**src/design/fbf_pkg.sv**
```systemverilog
// Purpose: shared constants for the fault-current breaker-failure block
// Assumes: 32-bit AXI4-Lite register access, 100 MHz system clock
// Notes: register offsets are byte addresses
package fbf_pkg;
  localparam int NUM_PHASES = 3;
  localparam int ADDR_W = 8;
  localparam int DATA_W = 32;
  localparam int TMR_W = 16;
  localparam int TS_W = 32;
  localparam int LOG_DEPTH = 16;
  localparam int LOG_PTR_W = 4;
  // processing tick: one quarter power cycle at 60 Hz
  localparam int TICK_PERIOD_NS = 4166667;
  localparam int CLK_PERIOD_NS = 10;
  localparam int TICK_CYCLES_DEF = TICK_PERIOD_NS / CLK_PERIOD_NS;
  localparam int TICK_CNT_W = 24;

  // register byte offsets
  localparam logic [ADDR_W-1:0] REG_CTRL = 8'h00;
  localparam logic [ADDR_W-1:0] REG_FC_DELAY = 8'h04;
  localparam logic [ADDR_W-1:0] REG_TT_DELAY = 8'h08;
  localparam logic [ADDR_W-1:0] REG_STATE = 8'h0C;
  localparam logic [ADDR_W-1:0] REG_IRQ_STATUS = 8'h10;
  localparam logic [ADDR_W-1:0] REG_IRQ_ENABLE = 8'h14;
  localparam logic [ADDR_W-1:0] REG_IRQ_CLEAR = 8'h18;
  localparam logic [ADDR_W-1:0] REG_LOG_COUNT = 8'h1C;
  localparam logic [ADDR_W-1:0] REG_LOG_DATA = 8'h20;
  localparam logic [ADDR_W-1:0] REG_LOG_TIME = 8'h24;
  localparam logic [ADDR_W-1:0] REG_LOG_POP = 8'h28;

  // control field layout
  localparam int CTRL_SCHEME_LSB = 0;
  localparam int CTRL_SCHEME_W = 2;
  localparam int CTRL_CONTACT_EN = 4;
  localparam logic [CTRL_SCHEME_W-1:0] SCHEME_1 = 2'h1;
  localparam logic [CTRL_SCHEME_W-1:0] SCHEME_2 = 2'h2;
  localparam logic [CTRL_SCHEME_W-1:0] SCHEME_3 = 2'h3;
  localparam logic [DATA_W-1:0] CTRL_RESET = 32'h00000011;
  localparam logic [TMR_W-1:0] FC_DELAY_RESET = 16'h0020;
  localparam logic [TMR_W-1:0] TT_DELAY_RESET = 16'h0008;

  // irq bits: failure per phase, event-report trigger, log overflow
  localparam int IRQ_W = 5;
  localparam int IRQ_FAIL_LSB = 0;
  localparam int IRQ_REPORT = 3;
  localparam int IRQ_OVERFLOW = 4;

  // logged element word: request_input_a[2:0], overcurrent[5:3], failure[8:6]
  localparam int ELEM_W = 9;

  localparam logic [1:0] RESP_OKAY = 2'h0;
  localparam logic [1:0] RESP_SLVERR = 2'h2;
endpackage

```
**src/design/fbf_breaker_failure.sv**
```systemverilog
// Purpose: per-phase fault-current breaker-failure logic, schemes 1 to 3
// Assumes: request_input_a and overcurrent inputs come from pins (3-flop filtered)
// Notes: timers count processing ticks; one AXI4-Lite slave for settings
// Function
// one scheme active at a time, chosen by select value 1, 2 or 3
// request_input_a plus overcurrent on a phase runs that phase's fault-clear timer
// timer reaching pickup delay with conditions present asserts failure bit
// current dropping before timer expiry keeps failure bit off
// scheme 1: current must appear before request_input_a-extension dropout expires
// scheme 1: failure bit held for dropout delay after request_input_a deasserts
// scheme 3: request_input_a not latched; early request_input_a drop keeps failure bit off
// phases A, B, C evaluated independently and identically
// scheme 2: request_input_a-to-failure interval equals pickup delay
// schemes 2 and 3: overcurrent rising edge triggers event report
// every change of logged elements is time-stamped in the event log; changes while the log is full are dropped and raise the overflow irq
// output contact follows failure bit when configured to
// all timers count on a fixed periodic tick, delays from settings
`timescale 1ns/10ps
module fbf_breaker_failure
#(
  parameter int TICK_CYCLES = fbf_pkg::TICK_CYCLES_DEF
)
(
  input wire logic sys_clk_i,
  input wire logic reset_i,
  input wire logic [fbf_pkg::NUM_PHASES-1:0] request_input_i,
  input wire logic [fbf_pkg::NUM_PHASES-1:0] fault_overcurrent_detect_i,
  output logic [fbf_pkg::NUM_PHASES-1:0] fault_breaker_failure_bit_o,
  output logic output_contact_o,
  output logic event_report_o,
  output logic irq_o,
  input wire logic [fbf_pkg::ADDR_W-1:0] s_axi_awaddr,
  input wire logic s_axi_awvalid,
  output logic s_axi_awready,
  input wire logic [fbf_pkg::DATA_W-1:0] s_axi_wdata,
  input wire logic [3:0] s_axi_wstrb,
  input wire logic s_axi_wvalid,
  output logic s_axi_wready,
  output logic [1:0] s_axi_bresp,
  output logic s_axi_bvalid,
  input wire logic s_axi_bready,
  input wire logic [fbf_pkg::ADDR_W-1:0] s_axi_araddr,
  input wire logic s_axi_arvalid,
  output logic s_axi_arready,
  output logic [fbf_pkg::DATA_W-1:0] s_axi_rdata,
  output logic [1:0] s_axi_rresp,
  output logic s_axi_rvalid,
  input wire logic s_axi_rready
);
  import fbf_pkg::*;

  // ----------------------------------------
  // input filtering
  // ----------------------------------------
  logic [NUM_PHASES-1:0] request_input_a_s1, request_input_a_s2, request_input_a_s3, request_input_a_f;
  logic [NUM_PHASES-1:0] oc_s1, oc_s2, oc_s3, oc_f;
  logic [NUM_PHASES-1:0] next_request_input_a_f, next_oc_f;

  always_comb
  begin
    // a change counts once stages two and three agree
    next_request_input_a_f = request_input_a_f;
    next_oc_f = oc_f;
    for (int i = 0; i < NUM_PHASES; i++)
    begin
      if (request_input_a_s2[i] == request_input_a_s3[i])
        next_request_input_a_f[i] = request_input_a_s2[i];
      if (oc_s2[i] == oc_s3[i])
        next_oc_f[i] = oc_s2[i];
    end
  end

  always_ff @(posedge sys_clk_i)
  begin
    if (reset_i)
    begin
      request_input_a_s1 <= '0;
      request_input_a_s2 <= '0;
      request_input_a_s3 <= '0;
      request_input_a_f <= '0;
      oc_s1 <= '0;
      oc_s2 <= '0;
      oc_s3 <= '0;
      oc_f <= '0;
    end
    else
    begin
      request_input_a_s1 <= request_input_i;
      request_input_a_s2 <= request_input_a_s1;
      request_input_a_s3 <= request_input_a_s2;
      request_input_a_f <= next_request_input_a_f;
      oc_s1 <= fault_overcurrent_detect_i;
      oc_s2 <= oc_s1;
      oc_s3 <= oc_s2;
      oc_f <= next_oc_f;
    end
  end

  // ----------------------------------------
  // processing tick and time stamp
  // ----------------------------------------
  logic [TICK_CNT_W-1:0] tick_cnt, next_tick_cnt;
  logic tick, next_tick;
  logic [TS_W-1:0] time_stamp, next_time_stamp;

  // periodic tick
  always_comb
  begin
    next_tick = (tick_cnt == TICK_CNT_W'(TICK_CYCLES - 1));
    next_tick_cnt = next_tick ? '0 : tick_cnt + 1'b1;
    next_time_stamp = time_stamp + 1'b1;
  end

  always_ff @(posedge sys_clk_i)
  begin
    if (reset_i)
    begin
      tick_cnt <= '0;
      tick <= 1'b0;
      time_stamp <= '0;
    end
    else
    begin
      tick_cnt <= next_tick_cnt;
      tick <= next_tick;
      time_stamp <= next_time_stamp;
    end
  end

  // ----------------------------------------
  // settings
  // ----------------------------------------
  logic [DATA_W-1:0] ctrl;
  logic [TMR_W-1:0] fault_clear_pickup_delay, request_input_a_extend_dropout_delay;
  logic [CTRL_SCHEME_W-1:0] fault_scheme_select;

  // single scheme; code 0 disables all
  assign fault_scheme_select = ctrl[CTRL_SCHEME_LSB +: CTRL_SCHEME_W];

  // ----------------------------------------
  // per-phase logic
  // ----------------------------------------
  logic [NUM_PHASES-1:0] fbf, oc_rise;
  logic [NUM_PHASES-1:0] oc_d, next_oc_d;

  assign next_oc_d = oc_f;
  assign oc_rise = oc_f & ~oc_d;

  // identical per-phase copies
  for (genvar p = 0; p < NUM_PHASES; p++)
  begin : g_phase
    logic [TMR_W-1:0] fault_clear_timer, next_fault_clear_timer;
    logic [TMR_W-1:0] request_input_a_extend_dropout_timer, next_request_input_a_extend_dropout_timer;
    logic request_input_a_ext, start, fail, next_fail;

    always_comb
    begin
      // scheme 1 stretches request_input_a by dropout delay
      request_input_a_ext = request_input_a_f[p] || (request_input_a_extend_dropout_timer != '0);
      next_request_input_a_extend_dropout_timer = request_input_a_extend_dropout_timer;
      // idle outside scheme 1, so a scheme change never fakes a request_input_a
      if (fault_scheme_select != SCHEME_1)
        next_request_input_a_extend_dropout_timer = '0;
      else if (request_input_a_f[p])
        next_request_input_a_extend_dropout_timer = request_input_a_extend_dropout_delay;
      else if (tick && request_input_a_extend_dropout_timer != '0)
        next_request_input_a_extend_dropout_timer = request_input_a_extend_dropout_timer - 1'b1;
      unique case (fault_scheme_select)
        SCHEME_1: start = request_input_a_ext && (oc_f[p] || fail);
        // scheme 3 unlatched; R9 scheme 2 times from request_input_a
        SCHEME_2, SCHEME_3: start = request_input_a_f[p] && oc_f[p];
        default: start = 1'b0;
      endcase
      // timer runs only while conditions hold
      next_fault_clear_timer = '0;
      next_fail = 1'b0;
      if (start)
      begin
        next_fault_clear_timer = fault_clear_timer;
        if (tick && fault_clear_timer != fault_clear_pickup_delay)
          next_fault_clear_timer = fault_clear_timer + 1'b1;
        // assert at pickup
        next_fail = (fault_clear_timer == fault_clear_pickup_delay);
        // hold through dropout while request_input_a extended
        if (fault_scheme_select == SCHEME_1 && fail)
          next_fail = 1'b1;
      end
    end

    always_ff @(posedge sys_clk_i)
    begin
      if (reset_i)
      begin
        fault_clear_timer <= '0;
        request_input_a_extend_dropout_timer <= '0;
        fail <= 1'b0;
      end
      else
      begin
        fault_clear_timer <= next_fault_clear_timer;
        request_input_a_extend_dropout_timer <= next_request_input_a_extend_dropout_timer;
        fail <= next_fail;
      end
    end

    assign fbf[p] = fail;
  end

  // ----------------------------------------
  // outputs, report trigger, event log
  // ----------------------------------------
  logic report, next_report;
  logic contact, next_contact;
  logic [ELEM_W-1:0] elem, elem_d;
  logic [TS_W+ELEM_W-1:0] log_mem [LOG_DEPTH];
  logic [LOG_PTR_W-1:0] wr_ptr, rd_ptr, next_wr_ptr, next_rd_ptr;
  logic [LOG_PTR_W:0] log_cnt, next_log_cnt;
  logic log_push, log_pop, log_full;

  assign elem = {fbf, oc_f, request_input_a_f};
  // log any element change while the log is not full
  assign log_push = (elem != elem_d) && !log_full;
  assign log_full = (log_cnt == (LOG_PTR_W+1)'(LOG_DEPTH));

  always_comb
  begin
    // report on overcurrent rise in schemes 2 and 3
    next_report = (|oc_rise) &&
      (fault_scheme_select == SCHEME_2 || fault_scheme_select == SCHEME_3);
    // contact follows failure bit when enabled
    next_contact = ctrl[CTRL_CONTACT_EN] && (|fbf);
    next_wr_ptr = wr_ptr + LOG_PTR_W'(log_push);
    next_rd_ptr = rd_ptr + LOG_PTR_W'(log_pop);
    next_log_cnt = log_cnt + (LOG_PTR_W+1)'(log_push) - (LOG_PTR_W+1)'(log_pop);
  end

  always_ff @(posedge sys_clk_i)
  begin
    if (reset_i)
    begin
      oc_d <= '0;
      elem_d <= '0;
      report <= 1'b0;
      contact <= 1'b0;
      wr_ptr <= '0;
      rd_ptr <= '0;
      log_cnt <= '0;
    end
    else
    begin
      oc_d <= next_oc_d;
      elem_d <= elem;
      report <= next_report;
      contact <= next_contact;
      wr_ptr <= next_wr_ptr;
      rd_ptr <= next_rd_ptr;
      log_cnt <= next_log_cnt;
    end
  end

  always_ff @(posedge sys_clk_i)
  begin
    if (log_push)
      log_mem[wr_ptr] <= {time_stamp, elem};
  end

  assign fault_breaker_failure_bit_o = fbf;
  assign output_contact_o = contact;
  assign event_report_o = report;

  // ----------------------------------------
  // interrupts and AXI4-Lite slave
  // ----------------------------------------
  logic [IRQ_W-1:0] irq_status, irq_enable, irq_set, irq_clr;
  logic [IRQ_W-1:0] next_irq_status, next_irq_enable;
  logic [DATA_W-1:0] next_ctrl;
  logic [TMR_W-1:0] next_fc_delay, next_tt_delay;
  logic aw_hold, w_hold, next_aw_hold, next_w_hold;
  logic [ADDR_W-1:0] aw_addr, next_aw_addr;
  logic [DATA_W-1:0] w_data, next_w_data;
  logic next_bvalid, next_rvalid, wr_go, rd_go;
  logic [1:0] next_bresp, next_rresp;
  logic [DATA_W-1:0] next_rdata;

  assign s_axi_awready = !aw_hold && !s_axi_bvalid;
  assign s_axi_wready = !w_hold && !s_axi_bvalid;
  assign s_axi_arready = !s_axi_rvalid;
  assign wr_go = aw_hold && w_hold && !s_axi_bvalid;
  assign rd_go = s_axi_arvalid && s_axi_arready;
  assign log_pop = wr_go && aw_addr == REG_LOG_POP && log_cnt != '0;
  assign irq_set = {(elem != elem_d) && log_full, next_report,
    fbf & ~elem_d[ELEM_W-1 -: NUM_PHASES]};
  assign irq_o = |(irq_status & irq_enable);

  always_comb
  begin
    next_aw_hold = aw_hold;
    next_w_hold = w_hold;
    next_aw_addr = aw_addr;
    next_w_data = w_data;
    if (s_axi_awvalid && s_axi_awready)
    begin
      next_aw_hold = 1'b1;
      next_aw_addr = s_axi_awaddr;
    end
    if (s_axi_wvalid && s_axi_wready)
    begin
      next_w_hold = 1'b1;
      next_w_data = s_axi_wdata;
    end
    next_ctrl = ctrl;
    next_fc_delay = fault_clear_pickup_delay;
    next_tt_delay = request_input_a_extend_dropout_delay;
    next_irq_enable = irq_enable;
    irq_clr = '0;
    next_bvalid = s_axi_bvalid && !s_axi_bready;
    next_bresp = s_axi_bresp;
    if (wr_go)
    begin
      next_aw_hold = 1'b0;
      next_w_hold = 1'b0;
      next_bvalid = 1'b1;
      next_bresp = RESP_OKAY;
      unique case (aw_addr)
        REG_CTRL: next_ctrl = w_data;
        REG_FC_DELAY: next_fc_delay = w_data[TMR_W-1:0];
        REG_TT_DELAY: next_tt_delay = w_data[TMR_W-1:0];
        REG_IRQ_ENABLE: next_irq_enable = w_data[IRQ_W-1:0];
        REG_IRQ_CLEAR: irq_clr = w_data[IRQ_W-1:0];
        REG_LOG_POP: ;
        default: next_bresp = RESP_SLVERR;
      endcase
    end
    // set wins over clear
    next_irq_status = (irq_status & ~irq_clr) | irq_set;
    next_rvalid = s_axi_rvalid && !s_axi_rready;
    next_rdata = s_axi_rdata;
    next_rresp = s_axi_rresp;
    if (rd_go)
    begin
      next_rvalid = 1'b1;
      next_rresp = RESP_OKAY;
      next_rdata = '0;
      unique case (s_axi_araddr)
        REG_CTRL: next_rdata = ctrl;
        REG_FC_DELAY: next_rdata = DATA_W'(fault_clear_pickup_delay);
        REG_TT_DELAY: next_rdata = DATA_W'(request_input_a_extend_dropout_delay);
        REG_STATE: next_rdata = DATA_W'(elem);
        REG_IRQ_STATUS: next_rdata = DATA_W'(irq_status);
        REG_IRQ_ENABLE: next_rdata = DATA_W'(irq_enable);
        REG_LOG_COUNT: next_rdata = DATA_W'(log_cnt);
        REG_LOG_DATA: next_rdata = DATA_W'(log_mem[rd_ptr][ELEM_W-1:0]);
        REG_LOG_TIME: next_rdata = log_mem[rd_ptr][TS_W+ELEM_W-1:ELEM_W];
        REG_IRQ_CLEAR, REG_LOG_POP: ;
        default: next_rresp = RESP_SLVERR;
      endcase
    end
  end

  always_ff @(posedge sys_clk_i)
  begin
    if (reset_i)
    begin
      ctrl <= CTRL_RESET;
      fault_clear_pickup_delay <= FC_DELAY_RESET;
      request_input_a_extend_dropout_delay <= TT_DELAY_RESET;
      irq_status <= '0;
      irq_enable <= '0;
      aw_hold <= 1'b0;
      w_hold <= 1'b0;
      aw_addr <= '0;
      w_data <= '0;
      s_axi_bvalid <= 1'b0;
      s_axi_bresp <= RESP_OKAY;
      s_axi_rvalid <= 1'b0;
      s_axi_rresp <= RESP_OKAY;
      s_axi_rdata <= '0;
    end
    else
    begin
      ctrl <= next_ctrl;
      fault_clear_pickup_delay <= next_fc_delay;
      request_input_a_extend_dropout_delay <= next_tt_delay;
      irq_status <= next_irq_status;
      irq_enable <= next_irq_enable;
      aw_hold <= next_aw_hold;
      w_hold <= next_w_hold;
      aw_addr <= next_aw_addr;
      w_data <= next_w_data;
      s_axi_bvalid <= next_bvalid;
      s_axi_bresp <= next_bresp;
      s_axi_rvalid <= next_rvalid;
      s_axi_rresp <= next_rresp;
      s_axi_rdata <= next_rdata;
    end
  end
endmodule

```
**config.mk**
```make
export PLATFORM = sky130hd
export DESIGN_NAME = fbf_breaker_failure
export DESIGN_NICKNAME = d
export VERILOG_FILES = /design/src/design/fbf_pkg.sv /design/src/design/fbf_breaker_failure.sv
export SDC_FILE = /design/constraint.sdc
export NUM_CORES = 1
export LEC_CHECK = 0
export ABC_AREA = 1
export BUFFER_PORTS_ARGS = -buffer_cell sky130_fd_sc_hd__buf_2
export CORE_UTILIZATION = 36
export CTS_BUF_LIST = sky130_fd_sc_hd__clkbuf_2
export DETAILED_ROUTE_END_ITERATION = 12
export PLACE_DENSITY_LB_ADDON = 0.2
export SYNTH_ARGS = -nofsm -noshare
export SYNTH_HDL_FRONTEND = slang
export SYNTH_SLANG_ARGS = --single-unit
```
**constraint.sdc**
```tcl
create_clock -name sys_clk_i -period 4 [get_ports sys_clk_i]
set_input_delay 0.4 -clock sys_clk_i [delete_from_list [all_inputs] [get_ports sys_clk_i]]
set_output_delay 0.4 -clock sys_clk_i [all_outputs]
set_load 0.005 [all_outputs]
```
-- Yosys cells after proc, flatten, opt, wreduce, memory -nomap -nowiden
Memory sizes are Yosys's and may differ from the RTL's. A register that Yosys moved wholly into a read port is not among the register bits.
Cells that the tools add are included.
Widths: inputs -> output; s select.
- bits in registers: 361
- bits in latches: 0
- memory bits (writable): 656
- memory bits (read-only): 0
- input port bits: 65
- output and inout bits: 47
- logic and storage cells: 194
- memories: 1
- memory list (name ; depth ; width ; read ports ; clocked after memory_dff ; write ports ; RTL line ; source):
    log_mem ; 16 ; 41 ; 1 ; 1 ; 1 ; fbf_breaker_failure.sv:215 ; logic [TS_W+ELEM_W-1:0] log_mem [LOG_DEPTH];
- $add $sub $neg: 12
- multiply operators: 0
- divide/modulo/power cells: 0
- $lt $le $gt $ge: 0
- equal/unequal tests: 34
- shifts and indexed selects: 0
- muxes and demuxes: 22
- bitwise gates (word level): 11
- reductions and logical operators: 69
- operator list (operator ; count):
    $pmux 32 s9 ; 1
    $mux 16 ; 6
    $add 16x1->16 const B ; 3
    $eq 16x16->1 ; 3
    $eq 8x5->1 const B ; 6
    $ne 16x16->1 ; 3
    $reduce_bool 16->1 ; 3
    $sub 16x1->16 const B ; 3
    $add 32x1->32 const B ; 1
    $eq 8x6->1 const B ; 4
    $logic_and 1x1->1 ; 30
    $add 24x1->24 const B ; 1
    $eq 24x19->1 const B ; 1
    $eq 8x4->1 const B ; 3
    $eq 8x3->1 const B ; 2
    $logic_not 8->1 ; 2
    $reduce_or 2->1 ; 7
    $reduce_or 11->1 ; 1
    $and 5x5->5 ; 2
    $mux 5 ; 2
    $ne 9x9->1 ; 1
    $add 4x1->4 ; 2
    $reduce_and 2->1 ; 4
    $logic_not 1->1 ; 7
    22 further kinds ; 50

-- Logic depth before layout (Yosys ltp)
Gate-level depths: netlist of the first run.
- depth after elaboration: 6
- depth in mapped cells: 17
- gate-level depth less buffers: 17

-- Worst setup path after synthesis of the first run
Ideal clock, no wire load.
- path type: register to register
- from: reg oc_f[1], in the netlist next_oc_d[1]
- to: mem log_mem[0][0] (netlist bit) (enable)
- setup time: 0.440 ns
- data arrival time: 3.253 ns
- data required time: 3.560 ns
- slack: 0.307 ns
- cell stages (with the launch flop): 7
- path buffers: 0
- period minus slack after synthesis: 3.693 ns
- cell sequence: dfxtp_1 ha_1 nand4_1 a211oi_1 a21oi_1 nand3_1 nor2_1
- cells in the longest elaborated chain, start to end: 4
- RTL lines (what ; RTL line ; source):
    from (decl) ; fbf_breaker_failure.sv:56 ; logic [NUM_PHASES-1:0] oc_s1, oc_s2, oc_s3, oc_f;
    from (signal assigned) ; fbf_breaker_failure.sv:95 ; oc_f <= next_oc_f;
    $ne 9x9->1 ; fbf_breaker_failure.sv:222 ; assign log_push = (elem != elem_d) && !log_full;
    $logic_and 1x1->1 ; fbf_breaker_failure.sv:222 ;
    $mux 1 ; fbf_breaker_failure.sv:263 ; if (log_push)
    $mux 1 (implied by the code) ; fbf_breaker_failure.sv:264 ; log_mem[wr_ptr] <= {time_stamp, elem};
    to (decl) ; fbf_breaker_failure.sv:215 ;
No other way between the ends.

-- Final worst setup path of the first run
- from: in s_axi_araddr[4] (netlist bit)
- to: reg s_axi_rdata[7] (netlist bit)
- cells in the longest elaborated chain, start to end: 2
- elaborated cells between the ends (all ways): 10
- classes of those cells: 8 x eq/ne; 1 x mux; 1 x reduce/logical
- RTL lines (what ; RTL line ; source):
    from (decl) ; fbf_breaker_failure.sv:42 ; input wire logic [fbf_pkg::ADDR_W-1:0] s_axi_araddr,
    $eq 8x6->1 (tied with other cells) ; fbf_breaker_failure.sv:344 ; unique case (s_axi_araddr)
    $pmux 32 s9 (*) ; fbf_breaker_failure.sv:344 ;
    to (signal assigned) ; fbf_breaker_failure.sv:394 ; s_axi_rdata <= next_rdata;
    to (decl) ; fbf_breaker_failure.sv:45 ; output logic [fbf_pkg::DATA_W-1:0] s_axi_rdata,
Mark *: on every way between the ends. The rest lies on a longest branch, timed or not.
A chain may end at the register's enable or synchronous reset.

==> key figures, run 1 <==
Synthesis
  • Post-synthesis cell area: 43700 um^2
  • Syn Area/Cell: 9.30 um^2
  • Register area share after synthesis: 0.614
  • Distinct cells, synth: 51
  • EDFF count, synth: 656
  • Top FF cell, synth: edfxtp_1
  • Yosys top cell by area: edfxtp_1
  • Top cells by count, synth: nand2_1 (1085), edfxtp_1 (656), nor2_1 (613), inv_1 (376), dfxtp_1 (356)
  • Yosys warning count: 0
  • Dominant cell by count in the synthesized netlist: nand2_1
  • Top cell type's share of synthesized area: 0.451
  • Ys async rst share: 0
  • Flops & latches, synth: 1012
  • Synth top area cells: edfxtp_1 (45%), dfxtp_1 (16%), nand2_1 (9.3%), nor2_1 (5.3%), a21oi_1 (3.7%)
  • Cells after Synth: 4702

Setup path
  • CP Max Fanout: 9
  • Req. time, crit path: 5.36 ns
  • CP max stage delay: 0.94 ns
  • Crit path capture type: flip-flop
  • Cell Chain, Critical Path: dlygate4sd3_1 > buf_2 > dlygate4sd3_1 > nor2_1 > dlygate4sd3_1 > nand2_1 > dlygate4sd3_1 > nor2_1 > dlygate4sd3_1 > nand2_1 > nand3_1 > dlygate4sd3_1 > nand2_1 > a21oi_1
  • CP most frequent cell: dlygate4sd3_1
  • Startpoint types: input pin
  • Crit path kind: in2reg
  • Worst EP arrival: just over 5 ns
  • Slowest-stage cell, CP: dlygate4sd3_1

Final layout
  • Syn-to-layout area delta: 16.1%
  • Layout Nets: 5260
  • Finished Layout Cells: roughly 7000
  • Share of cells above drive strength 1: 0.133

Detailed routing
  • Via/cell ratio: 4.98
  • Drt wl/cell: 19.1 um
  • Via count: 34800
  • Final wirelength: 133 mm
  • Drt initial violations: 2627
  • Post-DRT Antenna Nets: 0
  • Total iterations of the first detailed-routing run: 5
  • DRC viols: 0

STA
  • Slew Limit Fails: 0
  • Unrepaired setup endpoints after global routing: false
  • Clock Skews: 0.132 ns
  • Worst-margin pin slew: 1.24 ns
  • Setup violators final: 0
  • TNS Setup: 0 ns
  • Final Hold Fails: 0
  • Final Cycle Share: 0.958
  • Tmin final: approximately 3.8 ns
  • Worst relative slew slack: 0.169
  • Fmax: 261 MHz

Global routing
  • GRT Overall Usage: 0.215
  • Largest net degree at the start of global routing: between 100 and 150
  • Total gr overflow: 0
  • Number of global-route vias before repair: 33600
  • Antenna violations before repair: 7
  • First-pass GRT wire length: 201 mm

Floorplan
  • Die W: ~350 um
  • Core Box Area: between 100000 and 150000 um^2
  • Row count: between 100 and 150
  • Die Height: 351 um
  • # IOs: 112
  • Die ar.: ~120000 um^2
  • Initial Util: 0.364

Place
  • IO buf count: 105
  • Placed cells: 6266
  • Global placer's final weighted congestion: 0.860
  • Detailed Place HPWL: 77.1 mm

Clock tree
  • CTS tree: built
  • Max Buffers Root-to-Sink: 4
  • Clk slew on worst S/H paths: 0.10 ns
  • H-tree levels: 5
  • Clock Latency Late Sink: 1.52 ns
  • Clock sink count: 1012
  • CTS Buf Count: 292
  • Root buf cell: clkbuf_2

Worst hold path
  • Hold WC Path Type: in2reg

Pwr
  • Leakage Power: 19.8 nW
  • PwrDens: 379 nW/um^2
  • Peak supply drop: 0.180 mV

Run
  • Max_cap viols: 0

Status
  • Status: completed
[what timing repair did]
item | CTS | global route
hold buffers | 219 | 0
setup endpoints to repair | 0 | 1
hold endpoints to repair | 285 | 0
resized for setup | 0 | 0
buffers inserted | 0 | 0
[cell usage in the layout (no fill, tap or decap), drive strengths merged, types with 32 or more instances in the layout]
master       count
a21oi          327
buf            185
clkbuf         448
dfxtp          356
dlygate4sd3    218
edfxtp         656
inv            392
nand2         1099
nand3          327
nand4           32
nor2           625
nor3            46
o21ai          321
o22ai           32
xnor2           51
xor2            70
[through the flow]
step	utilization	hold WS (ns)	total power, W	setup slack (ns)	cell area (um^2)
after floorplan	-	0.388	0.0116	0.307	43700
after CTS	0.422	0.363	0.0194	0.0644	50700
final	0.422	0.357	0.0192	0.168	50800
after detailed placement	0.384	0.392	0.0118	0.752	46100
after global routing	0.422	0.287	0.0201	0.126	50700
after global placement	0.384	0.391	0.0118	0.772	46100
[where the power goes]
part | total, W | switching [W] | internal (W)
logic | 0.000647 | 0.000353 | 0.000294
registers | 0.0111 | 0.0000649 | 0.0111
clock network | 0.00745 | 0.00434 | 0.00311
total | 0.0192 | 0.00476 | 0.0145
[cells by family after synthesis]
family | after synthesis | share of synthesized area
AND/OR/NAND/NOR | 2163 | 0.204
flip-flops | 1012 | 0.614
AO/OA/AOI/OAI | 756 | 0.0916
buffers and inverters | 620 | 0.0583
XOR/XNOR | 121 | 0.0242
adder cells (fa/ha/maj) | 29 | 0.00847
other | 1 | 0.0000858
[routing by layer]
layer | global-route usage | share of wire
met1 | 0.291 | 0.45
met2 | 0.344 | 0.47
met3 | 0.0351 | 0.054
met4 | 0.0849 | 0.029
met5 | 0 | 0
[path summary, 6_finish.rpt]
path	from	endpoint	slack, ns	cells after the start
setup / recovery	s_axi_araddr[4]	s_axi_rdata[7]	0.17	14
hold / removal	s_axi_araddr[0]	s_axi_rdata[13]	0.36	9
setup reg to reg	rd_ptr[1]	s_axi_rdata[4]	0.58	12
hold reg to reg	oc_s1[0]	oc_s2[0]	0.38	2
[registers in the layout, summed over array words and instances (netlist names), 7 cells and up]
name                                          count
g_phase.fault_clear_timer                        48
ctrl                                             32
log_mem                                         656
fault_clear_pickup_delay                         16
elem_d                                            7
w_data                                           32
time_stamp                                       32
s_axi_rdata                                      32
aw_addr                                           8
tick_cnt                                         24
request_input_a_extend_dropout_delay             16
g_phase.request_input_a_extend_dropout_timer     48
[critical path, delay by kind of cell]
family,cells,cell delay (ns)
buffers and inverters,7,3.90
and+or+nand+nor,6,0.75
AOI/OAI and AO/OA,1,0.14
[final cells by class]
type,count,area [um^2]
Antenna cell,10,25.0
Clock buffer,448,2240
Clock inverter,38,224
Fill cell,12000,69400
Inverter,386,1460
Multi-Input combinational cell,3071,14500
Sequential cell,1012,26800
Tap cell,1612,2020
Timing Repair Buffer,403,3460
(Power assumes the default switching activity.)
==> inputs of run 2 (changes only) <==
--- a/config.mk
+++ b/config.mk
@@ -7,6 +7,8 @@
 export LEC_CHECK = 0
 export ABC_AREA = 1
 export BUFFER_PORTS_ARGS = -buffer_cell sky130_fd_sc_hd__buf_2
+export CELL_PAD_IN_SITES_DETAIL_PLACEMENT = 0
+export CELL_PAD_IN_SITES_GLOBAL_PLACEMENT = 1
 export CORE_UTILIZATION = 36
 export CTS_BUF_LIST = sky130_fd_sc_hd__clkbuf_2
 export DETAILED_ROUTE_END_ITERATION = 12
==> run 2 against run 1 <==
Global-route usage rose by 0.50 points. Critical path depth decreased by 4. Wire length up 1.3%. Via count down 1.8%. Critical path type unchanged. Largest power group unchanged. Highest routed layer unchanged.
==> key figures, run 2 (synthesized netlist as in run 1, its figures left out) <==
Status
  • Status: completed

Detailed routing
  • Drt initial violations: 2435
  • Total iterations of the first detailed-routing run: 7
  • Final wirelength: 135 mm
  • Via count: 34100
  • Post-DRT Antenna Nets: 0
  • Via/cell ratio: 4.89
  • Drt wl/cell: 19.3 um
  • DRC viols: 0

Worst hold path
  • Min-Delay Path Depth: 9
  • Hold Startpoint: s_axi_araddr[3]
  • Hold Path End: s_axi_rdata[5]
  • Hold WC Path Type: in2reg

Run
  • Max_cap viols: 0

Floorplan
  • # IOs: between 100 and 150
  • Die W: between 300 and 400 um
  • Die Height: 351 um
  • Row count: 127
  • Die ar.: 123000 um^2
  • Initial Util: 0.364
  • Core Box Area: 120000 um^2

STA
  • Final Cycle Share: 0.923
  • Fmax: between 200 and 300 MHz
  • Slew Limit Fails: 0
  • Final Worst Setup Slack: 0.309 ns
  • Worst-margin pin slew: 1.23 ns
  • Tmin final: roughly 3.7 ns
  • TNS Setup: 0 ns
  • Unrepaired setup endpoints after global routing: false
  • Clock Skews: 0.176 ns
  • Setup violators final: 0
  • Worst relative slew slack: 0.177
  • Final Hold Fails: 0

Setup path
  • Slowest-stage cell, CP: dlygate4sd3_1
  • CP most frequent cell: dlygate4sd3_1
  • Crit path kind: in2reg
  • Worst R2R Setup Slack: 0.62 ns
  • Reg2Reg Depth: 8
  • Crit path capture type: flip-flop
  • CP max stage delay: 0.87 ns
  • Req. time, crit path: 5.45 ns
  • Startpoint types: input pin
  • Reg2reg end: log_mem[2][15]
  • R2r startpoint: oc_d[1]
  • CP Max Fanout: 133
  • Cell Chain, Critical Path: dlygate4sd3_1 > dlygate4sd3_1 > buf_4 > dlygate4sd3_1 > inv_4 > buf_12 > o21ai_0 > dlygate4sd3_1 > a21oi_1 > dlygate4sd3_1
  • Worst EP arrival: about 5 ns

Final layout
  • Syn-to-layout area delta: 16.3%
  • Top Registers: log_mem (656), g_phase.fault_clear_timer (48), g_phase.request_input_a_extend_dropout_timer (48)
  • Share of cells above drive strength 1: 0.132
  • Design Area, Final: 50900 um^2
  • Most common cell after layout, fill and taps aside: nand2_1
  • Commonest non-fill, non-tap cells in the layout: nand2_1 (1084), edfxtp_1 (656), nor2_1 (595)
  • Max reg flops: 656
  • Biggest register: log_mem
  • Layout Nets: 5261
  • Finished Layout Cells: 6984

Place
  • Detailed Place HPWL: approximately 79 mm
  • Placed cells: 6262
  • Setup WS pre-CTS: 0.725 ns
  • IO buf count: 105
  • Placed Area: 46100 um^2
  • Global placer's final weighted congestion: 0.822

Global routing
  • GR Util met1: 0.293
  • Met3 GRT Util: 0.0439
  • Gr busiest metal: met2
  • Antenna violations before repair: 11
  • First-pass GRT wire length: 203 mm
  • Total gr overflow: 0
  • GRT Overall Usage: 0.220
  • Largest net degree at the start of global routing: 191
  • GRT met2 Usage: 0.356
  • Number of global-route vias before repair: 33300

Pwr
  • Leakage Power: 19.8 nW
  • PwrDens: around 380 nW/um^2
  • Peak supply drop: 0.240 mV

Clock tree
  • H-tree levels: 5
  • CTS tree: built
  • Root buf cell: clkbuf_2
  • Post-cts sizing count: 0
  • Post-CTS setup buffers: 0
  • Max Buffers Root-to-Sink: 4
  • Clk slew on worst S/H paths: around 0.090 ns
  • CTS Buf Count: 294
  • Clock sink count: 1012
  • Clock Latency Late Sink: 1.56 ns
run 2: cell types whose count changed in the layout (fill, tap and decap cells not counted), sizes merged:
cell	delta
buf	-3
inv	-7
clkinv	+15
bufinv	+2
dlygate4sd3	+2
diode	-1
clkbuf	-4
run 2: worst max path at each step:
stage | startpoint | to | slack [ns] | cells past startpoint
after global placement | oc_d[1] | log_mem[2][7] | 0.71 | 8
after floorplan | next_oc_d[1] | log_mem[0][0] | 0.31 | 6
after detailed placement | oc_d[1] | log_mem[2][7] | 0.73 | 8
after global routing | reset_i | w_data[4] | 0.36 | 10
after CTS | reset_i | w_data[1] | 0.57 | 10
final | reset_i | w_data[1] | 0.31 | 10
run 2: layer usage:
| metal | routed length [um] | up-vias |
|---|---|---|
| li1 | - | 16800 |
| met1 | 60700 | 16200 |
| met2 | 63100 | 851 |
| met3 | 7610 | 218 |
| met4 | 3370 | 0 |
| met5 | 0 | - |
run 2: critical path, delay by kind of cell:
kind                   cells  cell delay (ns)
buffers and inverters      8             4.19
AOI/OAI and AO/OA          2             0.46
run 2: where the power goes:
part,switching [W],internal [W],leakage (nW)
combinational,0.000348,0.000298,9.03
clock,0.00434,0.00323,2.00
sequential,0.0000665,0.0111,8.78
run 2: cell type report:
| type | instances | area, um^2 |
|---|---|---|
| Fill cell | 12200 | 69300 |
| Sequential cell | 1012 | 26800 |
| Multi-Input combinational cell | 3071 | 14500 |
| Timing Repair Buffer | 402 | 3480 |
| Clock buffer | 444 | 2220 |
| Tap cell | 1612 | 2020 |
| Inverter | 386 | 1460 |
| Clock inverter | 48 | 323 |
| Antenna cell | 9 | 22.5 |
run 2: stage by stage:
step	total power, W	hold slack, ns	util
3_5_place_dp	0.0118	0.394	0.383
2_1_floorplan	0.0116	0.388	-
4_1_cts	0.0196	0.0840	0.423
3_3_place_gp	0.0118	0.396	0.383
5_1_grt	0.0203	0.299	0.423
6_report	0.0194	0.352	0.423
run 2: what timing repair did:
action,CTS,global route
hold endpoints to repair,318,0
setup endpoints to repair,0,0
hold buffers,221,0
